$ cat src/rtl/ids_pkg.sv
/*
 * Constants and carrier types for the ISA DMA and interrupt sideband block.
 * Assumes one 40 MHz clock, APB register access and a DMA core on the same clock.
 */
// Overview of operation
// Take DMA requests on channels 0-3 and 5-7, also as 16-bit ISA master bids.
// DMA request polarity comes from the command register polarity bit.
// Requester holds its request until its acknowledge is given.
// No acknowledge when the request is gone before the grant.
// Acknowledges 1-3 and 5-7 answer own request, high during and after reset.
// Channel 0 ack pin low at reset enables claiming the fixed memory range.
// Terminal count rises after address output when byte count expires.
// Terminal count holds until AEN falls; auto-init drops it before AEN.
// Refresh driven low only while own DMA serves an internal refresh.
// Refresh pin is an input during external ISA master cycles.
// PC/PCI DMA requested on its own output, granted on its own input.
// Each interrupt edge or high-level sensed, edge after reset; level twelve cannot be set to high-level.
// Request gone before acknowledge answers with vector seven.
// Mouse mode latches a rising edge on pin twelve as level twelve.
// Mouse latch holds until reset or an I/O read of port 60h.
// Interrupt requests go to the host over one serial two-way line.
// ISA system clock is the bus clock divided by four, always running; the divider stops while CE is low.
// Bus-side inputs sampled on the rising clock edge.
// External ISA master takes the bus with master line plus DMA request.
// Asynchronous requests and interrupts pass two flip-flops first.
package ids_pkg;
   localparam logic [11:0] ADDR_CTRL      = 12'h000;
   localparam logic [11:0] ADDR_IRQ_MODE  = 12'h004;
   localparam logic [11:0] ADDR_STATUS    = 12'h008;
   localparam logic [11:0] ADDR_IRQ_REQ   = 12'h00c;
   localparam int          CTRL_DREQ_LOW  = 0;
   localparam int          CTRL_MOUSE     = 1;
   localparam logic [1:0]  CTRL_RESET     = 2'h0;
   localparam logic [15:0] IRQ_MODE_RESET = 16'h0000;
   localparam logic [15:0] IRQ_VALID      = 16'hcef8;
   localparam logic [7:0]  DREQ_VALID     = 8'hef;
   localparam logic [3:0]  SPURIOUS_LEVEL = 4'h7;
   localparam int          MOUSE_LEVEL    = 12;
   localparam logic [15:0] KBD_DATA_PORT  = 16'h0060;
   localparam logic [31:0] CLAIM_LOW      = 32'h0fff0000;
   localparam logic [31:0] CLAIM_HIGH     = 32'h0fffffff;
   localparam logic [1:0]  SYSCLK_DIV_TOP = 2'h3;
   localparam logic [2:0]  SIRQ_START_MIN = 3'h4;
   localparam logic [3:0]  SIRQ_LAST_SLOT = 4'hf;
   localparam logic [1:0]  SIRQ_LAST_PH   = 2'h2;

   typedef struct packed {
      logic       aen;
      logic       addr_strobe;
      logic       count_expire;
      logic       autoinit;
      logic       chan_done;
      logic       refresh_req;
   } ids_dma_core_t;

   typedef struct packed {
      logic        strobe;
      logic [15:0] addr;
   } ids_io_read_t;

   typedef enum logic [1:0] {
      ARB_IDLE = 2'b00,
      ARB_ACK  = 2'b01
   } ids_arb_t;

   typedef enum logic [1:0] {
      SIRQ_IDLE  = 2'b00,
      SIRQ_START = 2'b01,
      SIRQ_SLOT  = 2'b11
   } ids_sirq_t;
endpackage

$ cat src/rtl/ids_sideband.sv
/*
 * ISA DMA acknowledge, terminal count, refresh, PC/PCI request, interrupt sensing,
 * mouse latch, serial interrupt output and ISA clock divider with APB registers.
 * Assumes the DMA core and ISA decode run on SYS_CLK; pins are asynchronous.
 */
// Register access over APB and the address map were left to the implementer.
`timescale 1ns/1ps
module ids_sideband
   import ids_pkg::*;
(
   input  wire logic          SYS_CLK,
   input  wire logic          SRST,
   input  wire logic          CE,
   input  wire logic          PSEL,
   input  wire logic          PENABLE,
   input  wire logic          PWRITE,
   input  wire logic [11:0]   PADDR,
   input  wire logic [31:0]   PWDATA,
   output logic      [31:0]   PRDATA,
   output logic               PREADY,
   output logic               PSLVERR,
   input  wire logic [7:0]    DREQ_PIN,
   input  wire logic          MASTER_N_PIN,
   input  wire logic          CHAN0_ACK_STRAP_N_I,
   output logic               CHAN0_ACK_STRAP_N_O,
   output logic               CHAN0_ACK_STRAP_N_OE,
   output logic      [7:1]    DACK_N,
   input  wire ids_dma_core_t DMA_CORE,
   output logic               TC,
   input  wire logic          REFRESH_N_I,
   output logic               REFRESH_N_O,
   output logic               REFRESH_N_OE,
   output logic               PCPCI_DMA_REQUEST_N,
   input  wire logic          PCPCI_DMA_GRANT_N,
   input  wire logic [31:0]   MEM_ADDR,
   output logic               MEM_CLAIM,
   input  wire logic [15:0]   IRQ_PIN,
   input  wire logic          IRQ_TWELVE_MOUSE_PIN,
   input  wire ids_io_read_t  IO_READ,
   input  wire logic          INTA_STROBE,
   input  wire logic [3:0]    INTA_LEVEL,
   output logic      [3:0]    INTA_VECTOR,
   input  wire logic          SERIRQ_I,
   output logic               SERIRQ_O,
   output logic               SERIRQ_OE,
   output logic               SYSCLK
);
   logic [7:0]  dreq_s1, dreq_s2;
   logic [15:0] irq_s1, irq_s2, irq_d;
   logic        master_s1, master_s2, refr_s1, refr_s2, strap_s1, strap_s2;
   logic [1:0]  ctrl;
   logic [15:0] irq_mode;
   logic        claim_en;
   logic [7:0]  req_act;
   ids_arb_t    arb_state;
   logic [2:0]  ack_chan;
   logic        pcpci_req;
   logic        mouse_latch;
   logic [15:0] edge_flag, irq_req;
   ids_sirq_t   sirq_state;
   logic [2:0]  low_cnt;
   logic [3:0]  slot;
   logic [1:0]  phase;
   logic [15:0] sirq_snap;
   logic [1:0]  div_cnt = 2'h0;
   logic        acc_wr, acc_rd, addr_hit;
   logic [2:0]  next_chan;

   // Two-stage synchronisers for pins
   always_ff @(posedge SYS_CLK) begin
      if (SRST) begin
         dreq_s1   <= 8'h00;
         dreq_s2   <= 8'h00;
         irq_s1    <= 16'h0000;
         irq_s2    <= 16'h0000;
         master_s1 <= 1'b1;
         master_s2 <= 1'b1;
         refr_s1   <= 1'b1;
         refr_s2   <= 1'b1;
      end else if (CE) begin
         dreq_s1   <= DREQ_PIN;
         dreq_s2   <= dreq_s1;
         irq_s1    <= {IRQ_PIN[15:13], IRQ_TWELVE_MOUSE_PIN, IRQ_PIN[11:0]};
         irq_s2    <= irq_s1;
         master_s1 <= MASTER_N_PIN;
         master_s2 <= master_s1;
         refr_s1   <= REFRESH_N_I;
         refr_s2   <= refr_s1;
      end
   end

   // Strap pin sampled throughout reset
   always_ff @(posedge SYS_CLK) begin
      if (CE) begin
         strap_s1 <= CHAN0_ACK_STRAP_N_I;
         strap_s2 <= strap_s1;
         if (SRST) begin
            claim_en <= ~strap_s2;
         end
      end
   end

   assign MEM_CLAIM = claim_en && MEM_ADDR >= CLAIM_LOW && MEM_ADDR <= CLAIM_HIGH;

   // APB slave, zero wait states
   assign acc_wr   = PSEL && PENABLE && PWRITE;
   assign acc_rd   = PSEL && PENABLE && !PWRITE;
   assign addr_hit = PADDR == ADDR_CTRL || PADDR == ADDR_IRQ_MODE || PADDR == ADDR_STATUS
                     || PADDR == ADDR_IRQ_REQ;
   assign PREADY   = 1'b1;
   assign PSLVERR  = PSEL && PENABLE && !addr_hit;

   always_ff @(posedge SYS_CLK) begin
      if (SRST) begin
         ctrl     <= CTRL_RESET;
         irq_mode <= IRQ_MODE_RESET;
      end else if (CE && acc_wr) begin
         if (PADDR == ADDR_CTRL) begin
            ctrl <= PWDATA[1:0];
         end
         if (PADDR == ADDR_IRQ_MODE) begin
            irq_mode <= PWDATA[15:0] & IRQ_VALID;
         end
      end
   end

   always_ff @(posedge SYS_CLK) begin
      if (SRST) begin
         PRDATA <= 32'h00000000;
      end else if (CE && acc_rd) begin
         unique case (PADDR)
            ADDR_CTRL:     PRDATA <= {30'h00000000, ctrl};
            ADDR_IRQ_MODE: PRDATA <= {16'h0000, irq_mode};
            ADDR_STATUS:   PRDATA <= {16'h0000, req_act, ~refr_s2, ack_chan, mouse_latch, TC,
                                      ~master_s2, claim_en};
            ADDR_IRQ_REQ:  PRDATA <= {16'h0000, irq_req};
            default:       PRDATA <= 32'h00000000;
         endcase
      end
   end

   // Request polarity and channel choice
   assign req_act = (dreq_s2 ^ {8{ctrl[CTRL_DREQ_LOW]}}) & DREQ_VALID;

   always_comb begin
      next_chan = 3'h0;
      for (int i = 7; i >= 0; i--) begin
         if (req_act[i]) begin
            next_chan = i[2:0];
         end
      end
   end

   // Acknowledge arbiter; grant only to a request still present
   always_ff @(posedge SYS_CLK) begin
      if (SRST) begin
         arb_state <= ARB_IDLE;
         ack_chan  <= 3'h0;
         pcpci_req <= 1'b0;
      end else if (CE) begin
         unique case (arb_state)
            ARB_IDLE: begin
               pcpci_req <= |req_act;
               if (|req_act && pcpci_req && !PCPCI_DMA_GRANT_N) begin
                  arb_state <= ARB_ACK;
                  ack_chan  <= next_chan;
                  pcpci_req <= 1'b0;
               end
            end
            ARB_ACK: begin
               if (DMA_CORE.chan_done || !req_act[ack_chan]) begin
                  arb_state <= ARB_IDLE;
               end
            end
         endcase
      end
   end

   assign PCPCI_DMA_REQUEST_N = ~pcpci_req;

   always_comb begin
      DACK_N = 7'h7f;
      CHAN0_ACK_STRAP_N_O  = 1'b1;
      CHAN0_ACK_STRAP_N_OE = 1'b0;
      if (arb_state == ARB_ACK) begin
         if (ack_chan == 3'h0) begin
            CHAN0_ACK_STRAP_N_O  = 1'b0;
            CHAN0_ACK_STRAP_N_OE = 1'b1;
         end else begin
            DACK_N[ack_chan] = 1'b0;
         end
      end
   end

   // Terminal count
   always_ff @(posedge SYS_CLK) begin
      if (SRST) begin
         TC <= 1'b0;
      end else if (CE) begin
         if (DMA_CORE.addr_strobe && DMA_CORE.count_expire) begin
            TC <= 1'b1;
         end else if (!DMA_CORE.aen || DMA_CORE.autoinit) begin
            TC <= 1'b0;
         end
      end
   end

   // Refresh driver, released while an external master owns the bus
   always_ff @(posedge SYS_CLK) begin
      if (SRST) begin
         REFRESH_N_OE <= 1'b0;
      end else if (CE) begin
         REFRESH_N_OE <= DMA_CORE.refresh_req && master_s2;
      end
   end
   assign REFRESH_N_O = 1'b0;

   // Interrupt sensing per line
   always_ff @(posedge SYS_CLK) begin
      if (SRST) begin
         irq_d <= 16'h0000;
      end else if (CE) begin
         irq_d <= irq_s2;
      end
   end

   for (genvar g = 0; g < 16; g++) begin : g_irq
      always_ff @(posedge SYS_CLK) begin
         if (SRST) begin
            edge_flag[g] <= 1'b0;
         end else if (CE) begin
            if (irq_s2[g] && !irq_d[g]) begin
               edge_flag[g] <= 1'b1;
            end else if (!irq_s2[g] || (INTA_STROBE && INTA_LEVEL == 4'(g))) begin
               edge_flag[g] <= 1'b0;
            end
         end
      end
      if (g == MOUSE_LEVEL) begin : g_mouse
         assign irq_req[g] = ctrl[CTRL_MOUSE] ? mouse_latch :
                             (irq_mode[g] ? irq_s2[g] : edge_flag[g]);
      end else begin : g_plain
         assign irq_req[g] = IRQ_VALID[g] && (irq_mode[g] ? irq_s2[g] : edge_flag[g]);
      end
   end

   // Mouse latch; a new edge wins over the port read
   always_ff @(posedge SYS_CLK) begin
      if (SRST) begin
         mouse_latch <= 1'b0;
      end else if (CE) begin
         if (ctrl[CTRL_MOUSE] && irq_s2[MOUSE_LEVEL] && !irq_d[MOUSE_LEVEL]) begin
            mouse_latch <= 1'b1;
         end else if (IO_READ.strobe && IO_READ.addr == KBD_DATA_PORT) begin
            mouse_latch <= 1'b0;
         end
      end
   end

   // Acknowledge vector
   always_ff @(posedge SYS_CLK) begin
      if (SRST) begin
         INTA_VECTOR <= SPURIOUS_LEVEL;
      end else if (CE && INTA_STROBE) begin
         INTA_VECTOR <= irq_req[INTA_LEVEL] ? INTA_LEVEL : SPURIOUS_LEVEL;
      end
   end

   // Serial interrupt frame: start pulse, then 16 three-phase slots
   always_ff @(posedge SYS_CLK) begin
      if (SRST) begin
         sirq_state <= SIRQ_IDLE;
         low_cnt    <= 3'h0;
         slot       <= 4'h0;
         phase      <= 2'h0;
         sirq_snap  <= 16'h0000;
         SERIRQ_O   <= 1'b1;
         SERIRQ_OE  <= 1'b0;
      end else if (CE) begin
         unique case (sirq_state)
            SIRQ_IDLE: begin
               SERIRQ_OE <= 1'b0;
               if (!SERIRQ_I) begin
                  sirq_state <= SIRQ_START;
                  low_cnt    <= 3'h1;
               end
            end
            SIRQ_START: begin
               if (!SERIRQ_I) begin
                  low_cnt <= (low_cnt == SIRQ_START_MIN) ? low_cnt : low_cnt + 3'h1;
               end else if (low_cnt >= SIRQ_START_MIN) begin
                  sirq_state <= SIRQ_SLOT;
                  slot       <= 4'h0;
                  phase      <= 2'h0;
                  sirq_snap  <= irq_req;
               end else begin
                  sirq_state <= SIRQ_IDLE;
               end
            end
            SIRQ_SLOT: begin
               SERIRQ_OE <= (phase != SIRQ_LAST_PH) && sirq_snap[slot];
               SERIRQ_O  <= phase != 2'h0;
               if (phase == SIRQ_LAST_PH) begin
                  phase <= 2'h0;
                  if (slot == SIRQ_LAST_SLOT) begin
                     sirq_state <= SIRQ_IDLE;
                  end else begin
                     slot <= slot + 4'h1;
                  end
               end else begin
                  phase <= phase + 2'h1;
               end
            end
            default: begin
               sirq_state <= SIRQ_IDLE;
            end
         endcase
      end
   end

   // ISA clock divider, runs through reset
   always_ff @(posedge SYS_CLK) begin
      if (CE) begin
         div_cnt <= div_cnt + 2'h1;
         SYSCLK  <= div_cnt[1];
      end
   end
endmodule

$ cat config.mk
export PLATFORM = sky130hd
export DESIGN_NAME = ids_sideband
export DESIGN_NICKNAME = d
export VERILOG_FILES = /design/src/rtl/ids_pkg.sv /design/src/rtl/ids_sideband.sv
export SDC_FILE = /design/constraint.sdc
export NUM_CORES = 1
export LEC_CHECK = 0
export BUFFER_PORTS_ARGS = -buffer_cell sky130_fd_sc_hd__buf_2
export CORE_MARGIN = 5
export CORE_UTILIZATION = 48
export CTS_BUF_LIST = sky130_fd_sc_hd__clkbuf_8
export CTS_CLUSTER_DIAMETER = 200
export CTS_CLUSTER_SIZE = 40
export DETAILED_ROUTE_END_ITERATION = 10
export PLACE_DENSITY = 0.82
export SLEW_MARGIN = 20
export SYNTH_ARGS = -nofsm -noshare
export SYNTH_HDL_FRONTEND = slang
export SYNTH_SLANG_ARGS = --single-unit
$ cat constraint.sdc
create_clock -name SYS_CLK -period 1.85 [get_ports SYS_CLK]
set_clock_uncertainty 0.15 [all_clocks]
set_input_delay 0.185 -clock SYS_CLK [delete_from_list [all_inputs] [get_ports SYS_CLK]]
set_output_delay 0.185 -clock SYS_CLK [all_outputs]
set_load 0.05 [all_outputs]
==> reports/results.ini, run 1 <==
[run_status]
outcome=finished, violations left
violations=setup timing

[grt]
grt_max_degree=72
gr-total-overflow=0
track_usage=0.231
antenna_found_initial=0
grt_pass1_wl_um=27400
first_global_vias=5541

[synth]
ys.flop_type=dfxtp_1
synth_top_family_by_area=simple AND/OR/NAND/NOR gates
synth_compound_area_frac=0.133
synthAdderAreaFrac=0.0120
synth-xor-area-share=0.0169
synth.top_cell.area_share=0.405
synth_area_leader_cell=dfxtp_1
yosysUniqueCellTypes=60
yosys.area_share.simple=0.201
avgSynthCellArea_um2=8.66
syn-cell-area_um2=6230
synth_area_leaders=dfxtp_1, mux2i_1, nor2_1
synth-seq-cells=132
ys.warnings.count=0
netlist_instances=720
synthArstFlopShare=0
synth_edf_count=6
synthMuxAreaShare=0.133
ys_seq_area_frac=0.433

[floorplan]
boundaryPins=195
die_h_um=124
fp.dieArea_um2=15400
die_w_um=124
core_area_um2=12700
num_rows=41
start_util=0.492

[critical_path]
timing_worst_setup_path_type=reg2reg
critPathTopFamily=compound AO/OA/AOI/OAI gates
worstPathRequired_ns=2.08
r2r_slack_ns=-0.1
arrival_ns=2.18
crit_path_max_incr_delay_ns=0.54
worst-path-max-fanout=3
critical_path_buf_inv_count=0
slowest_stage=o311ai_0
crit_path_end_kind=register
cp-start-kind=register
path_cells=mux2i_1, nor3_1, o311ai_0, nand4b_1, o2111ai_1

[detailed_routing]
num_vias=6047
antenna_left=0
drc=0
routed_wl_um=17900
drtIter0Drc=498
dr.pass1.iters=6
wl_per_cell_um=16.0
viasPerCell=5.40

[clock_network]
cts_sinks=132
cts-buffers-inserted=17
cts_htree_levels=4
cts_tree=yes
clkTransAtPathRegs_ns=0.08
clock_latency_ns=0.46
cts_root_buffer=clkbuf_8
max-clock-path-buffers=2

[final_layout]
num_antenna_cells=0
syn_to_final_growth_pct=33.8
drive_gt1_frac=0.273
nets=1080

[worst_hold_path]
hp-class=in2reg

[place]
io_buffers=133
place_hpwl_um=12100
gp_congestion=0.888

[timing]
finalSetupViolCount=3
slew_headroom=0.519
tightest_slew_ns=0.721
fin_ws_ns=-0.0986
hold_viol=0
period_share=1.05
fin_tns_setup_ns=-0.214
rsz0062_at_grt=true
hold_slack_ns=0.0233
fmax_mhz=513
report.final.slew_viol_count=0
min_period_ns=1.95

[pwr]
vdd_drop_max_uv=704
p_leak_uw=0.00368
power_density_nw_per_um2=773

[job]
drv_cap=0

==> kinds of logic after synthesis <==
kind of cell,after synthesis
simple gates,274
flops,132
compound gates,127
buf+inv,87
mux,80
xor+xnor,12
fa+ha+maj,6
other cells,2
==> metal layers <==
| metal | track usage | share of wire | vias to the layer above |
|---|---|---|---|
| li1 | - | - | 2914 |
| met2 | 0.382 | 0.49 | 256 |
| met1 | 0.281 | 0.41 | 2817 |
| met3 | 0.0577 | 0.070 | 60 |
| met5 | 0 | 0 | - |
| met4 | 0.111 | 0.033 | 0 |
==> worst min-delay path: stages <==
cell	delay, ns
buf_2	0.12
inv_1	0.05
a221oi_1	0.07
a21oi_1	0.12
nor2_1	0.04
==> synth_stat cells (3+ instances only) <==
master     number
o31ai_1         3
o2111ai_1       3
nor3_1         14
buf_2          14
nand4_1         6
o21ai_0        31
mux2i_1        73
a21oi_1        40
xnor2_1         5
or3_1           3
a211oi_1       13
clkbuf_1       27
nand2b_1        6
ha_1            6
nand3b_1        4
and3_1          4
nor3b_1         3
a32oi_1         3
nor4_1         12
a221oi_1        4
o211a_1         3
xor2_1          7
buf_4          20
nand4b_1        3
dfxtp_1       126
edfxtp_1        6
nor2_1        114
and2_1          4
nor2b_1         9
mux2_2          5
inv_1          21
a22oi_1        10
nand3_1        19
nand2_1        66
==> through the flow <==
| stage | utilization | worst slack (ns) | power (µW) | instance area (µm²) | cells |
|---|---|---|---|---|---|
| finish | 0.658 | -0.0986 | 6450 | 8340 | 1119 |
| global route | 0.658 | -0.116 | 6680 | 8340 | 1119 |
| CTS | 0.653 | -0.0416 | 6440 | 8270 | 1117 |
| detailed placement | 0.576 | -0.0247 | 3740 | 7300 | 1033 |
| global placement | 0.576 | -0.0130 | 3730 | 7300 | 1033 |
| floorplan | - | -0.0504 | 3520 | 6300 | 736 |
==> power breakdown <==
part | switching [µW] | total (µW) | internal [µW]
sequential | 51.1 | 2990 | 2940
clock | 1160 | 2660 | 1490
combinational | 464 | 800 | 336
==> area by class of cell <==
cell class	count	area, µm²
clock inverter	14	184
timing repair buffer	245	1680
clock buffer	18	248
inverter	21	78.8
sequential	132	2710
multi-input combinational	517	3220
tap	172	215
fill	976	4330
==> cell usage in the layout, fill, tap and decap left out, types with 5 or more instances in the layout <==
cell / synthesis / final
nor2b_1: 9 / 7
nand3_1: 19 / 19
edfxtp_1: 6 / 6
nor4_1: 12 / 11
nand2_1: 66 / 66
mux2i_1: 73 / 73
inv_1: 21 / 21
conb_1: 2 / 18
xor2_1: 7 / 7
buf_2: 14 / 126
clkinv_2: 0 / 5
nand4_1: 6 / 6
o21ai_0: 31 / 31
a211oi_1: 13 / 12
dlygate4sd3_1: 0 / 48
dfxtp_2: 0 / 6
buf_4: 20 / 66
nor2_1: 114 / 112
nand2b_1: 6 / 6
xnor2_1: 5 / 5
nor3_1: 14 / 14
a22oi_1: 10 / 10
a21oi_1: 40 / 40
clkbuf_8: 0 / 18
dfxtp_1: 126 / 119
==> worst paths after layout <==
| kind | from | to | depth (start not counted) |
|---|---|---|---|
| min reg2reg | strap_s1 | strap_s2 | 0 |
| min | PCPCI_DMA_GRANT_N | pcpci_req | 5 |
| max reg2reg | irq_mode[14] | INTA_VECTOR[0] | 5 |
| max | irq_mode[14] | INTA_VECTOR[0] | 5 |
==> state kept, by name, indices dropped and copies added, names as in the netlist, 4 cells and up <==
signal	cells
PRDATA	16
edge_flag	11
irq_d	11
irq_s1	11
irq_s2	11
sirq_snap	11
irq_mode	10
dreq_s1	7
dreq_s2	7
INTA_VECTOR	4
slot	4
==> timing repair <==
item,4_1_cts,5_1_grt
pin swaps,2,4
endpoints found under the setup margin,13,32
buffers inserted,3,2
hold buffers,49,0
gates resized for setup,9,20
cloned,0,1
hold endpoints to repair,41,0
No activity file was read; power rests on OpenSTA's default activity.
==> run 2: changes to the inputs <==
Settings changed: CAP_MARGIN set to 40, CORE_ASPECT_RATIO set to 1.4, RECOVER_POWER set to 25.
==> run 2 against run 1 <==
  * The flow still finishes with violations (setup timing)
  * Hold slack better by 0.0051 ns
  * First-iteration DRC count is 40% lower
  * Global-route usage is 0.59 points lower
  * Sequential share of layout area is 0.33 points higher
  * Critical path type unchanged
  * Largest cell class unchanged
==> reports/results.ini, run 2 (synthesis gave the netlist of run 1 again) <==
[critical_path]
crit_path_end_kind=register
cp-start-kind=register
timing_worst_setup_path_type=reg2reg
arrival_ns=2.19  ; about the same
r2r_slack_ns=-0.11  ; about the same
worstPathRequired_ns=2.08  ; about the same
worst-path-max-fanout=2  ; -1

[timing]
tightest_slew_ns=0.777  ; +0.0556 ns
finalSetupViolCount=4  ; +1
fin_tns_setup_ns=-0.141  ; +0.0738 ns
hold_viol=0  ; unchanged
rsz0062_at_grt=true
slew_headroom=0.482  ; -0.0371
report.final.slew_viol_count=0  ; unchanged
min_period_ns=1.96  ; +0.00972 ns
fmax_mhz=511  ; -0.50%
fin_ws_ns=-0.108  ; -0.00972 ns
period_share=1.06  ; +0.00525

[detailed_routing]
drc=0  ; unchanged
dr.pass1.iters=5  ; -1
routed_wl_um=17600  ; -1.7%
antenna_left=0  ; unchanged
wl_per_cell_um=16.0  ; about the same
drtIter0Drc=299  ; -40%
viasPerCell=5.44  ; +0.58%
num_vias=5984  ; -1.0%

[final_layout]
num_antenna_cells=0  ; unchanged
final_common_cell=buf_2
n_fill_cell=1045  ; +7.1%
drive_gt1_frac=0.278  ; +0.00499
largest_reg_flops=16  ; unchanged
final_cell_area_um2=8260  ; -0.92%
max_flop_register=PRDATA
nets=1082  ; +0.19%
syn_to_final_growth_pct=32.6
finish.utilization=0.645  ; -0.0133
final_cell_mix=buf_2, dfxtp_1, nor2_1

[grt]
use_met2=0.406  ; +0.0245
antenna_found_initial=0  ; unchanged
first_global_vias=5659  ; +2.1%
grt_busiest_layer=met2
met1_usage=0.249  ; -0.0321
track_usage=0.225  ; -0.00586
gr-total-overflow=0  ; unchanged
use_met3=0.0448  ; -0.0128
grt_max_degree=47  ; -35%
grt_pass1_wl_um=27400  ; about the same

[pwr]
total_power_uw=6140  ; -4.8%
p_leak_uw=0.00367  ; -0.51%
vdd_drop_max_uv=577  ; -18%
power_density_nw_per_um2=742  ; -3.9%

[clock_network]
max-clock-path-buffers=2  ; unchanged
clock_latency_ns=0.44  ; -0.02 ns
cts_htree_levels=4  ; unchanged
clkTransAtPathRegs_ns=0.08  ; about the same
cts_tree=yes
cts-buffers-inserted=17  ; unchanged
cts_root_buffer=clkbuf_8
cts_sinks=132  ; unchanged

[place]
preCtsSetupSlack_ns=-0.0396  ; -0.0149 ns
io_buffers=133  ; unchanged
dpl_cell_area_um2=7360  ; +0.91%
gp_congestion=0.975  ; +9.8%
place_hpwl_um=12600  ; +3.7%

[floorplan]
start_util=0.487  ; -0.00548
die_h_um=145  ; +17%
die_w_um=106  ; -14%
core_area_um2=12800  ; +1.1%
boundaryPins=195  ; unchanged
fp.dieArea_um2=15400  ; +0.21%
num_rows=49  ; +20%

[run_status]
outcome=finished, violations left
violations=setup timing

[job]
drv_cap=0  ; unchanged

[worst_hold_path]
hp-class=in2reg

==> run 2: layer usage <==
metal  vias up  part of all wire
met5         -                 0
met4         0             0.048
met3        70             0.043
met2       206              0.52
met1      2787              0.39
li1       2921                 -
==> run 2: critical path: stages, from the launching register on <==
cell and delay (ns):
dfxtp_2 0.34, mux4_2 0.52, xor2_1 0.14, nor2_1 0.07, or4b_4 0.54, a21oi_2 0.14
==> run 2: path summary, 6_finish.rpt <==
path | from | end | cells past startpoint
hold reg to reg | strap_s1 | strap_s2 | 0
setup / recovery | ack_chan[0] | arb_state[0] | 5
setup reg to reg | ack_chan[0] | arb_state[0] | 5
hold / removal | PCPCI_DMA_GRANT_N | pcpci_req | 5
==> run 2: per-stage QoR <==
stage                     hold slack (ns)  std cells
after floorplan                     0.134        736
after global placement              0.214       1026
after detailed placement            0.218       1026
after CTS                          0.0122       1099
after global routing               0.0495       1101
final                              0.0285       1101
==> run 2: repair_timing <==
item / in CTS / in global routing
endpoints found under the setup margin: 14 / 25
hold buffers: 40 / 0
endpoints found under the hold margin: 49 / 0
pin swaps: 4 / 6
resized for setup: 6 / 39
setup buffers: 2 / 2
==> run 2: area by class of cell <==
cell class | instances | area (µm²) | share of cell area
inverter | 21 | 78.8 | 0.00954
sequential | 132 | 2720 | 0.329
clock inverter | 13 | 136 | 0.0165
multi-input combinational | 517 | 3260 | 0.395
timing repair buffer | 247 | 1630 | 0.197
tap | 153 | 191 | 0.0232
clock buffer | 18 | 248 | 0.0300
==> run 2: report_power, final <==
| group | switching [µW] | internal (µW) |
|---|---|---|
| clock | 1140 | 1220 |
| combinational | 461 | 330 |
| sequential | 52.9 | 2940 |
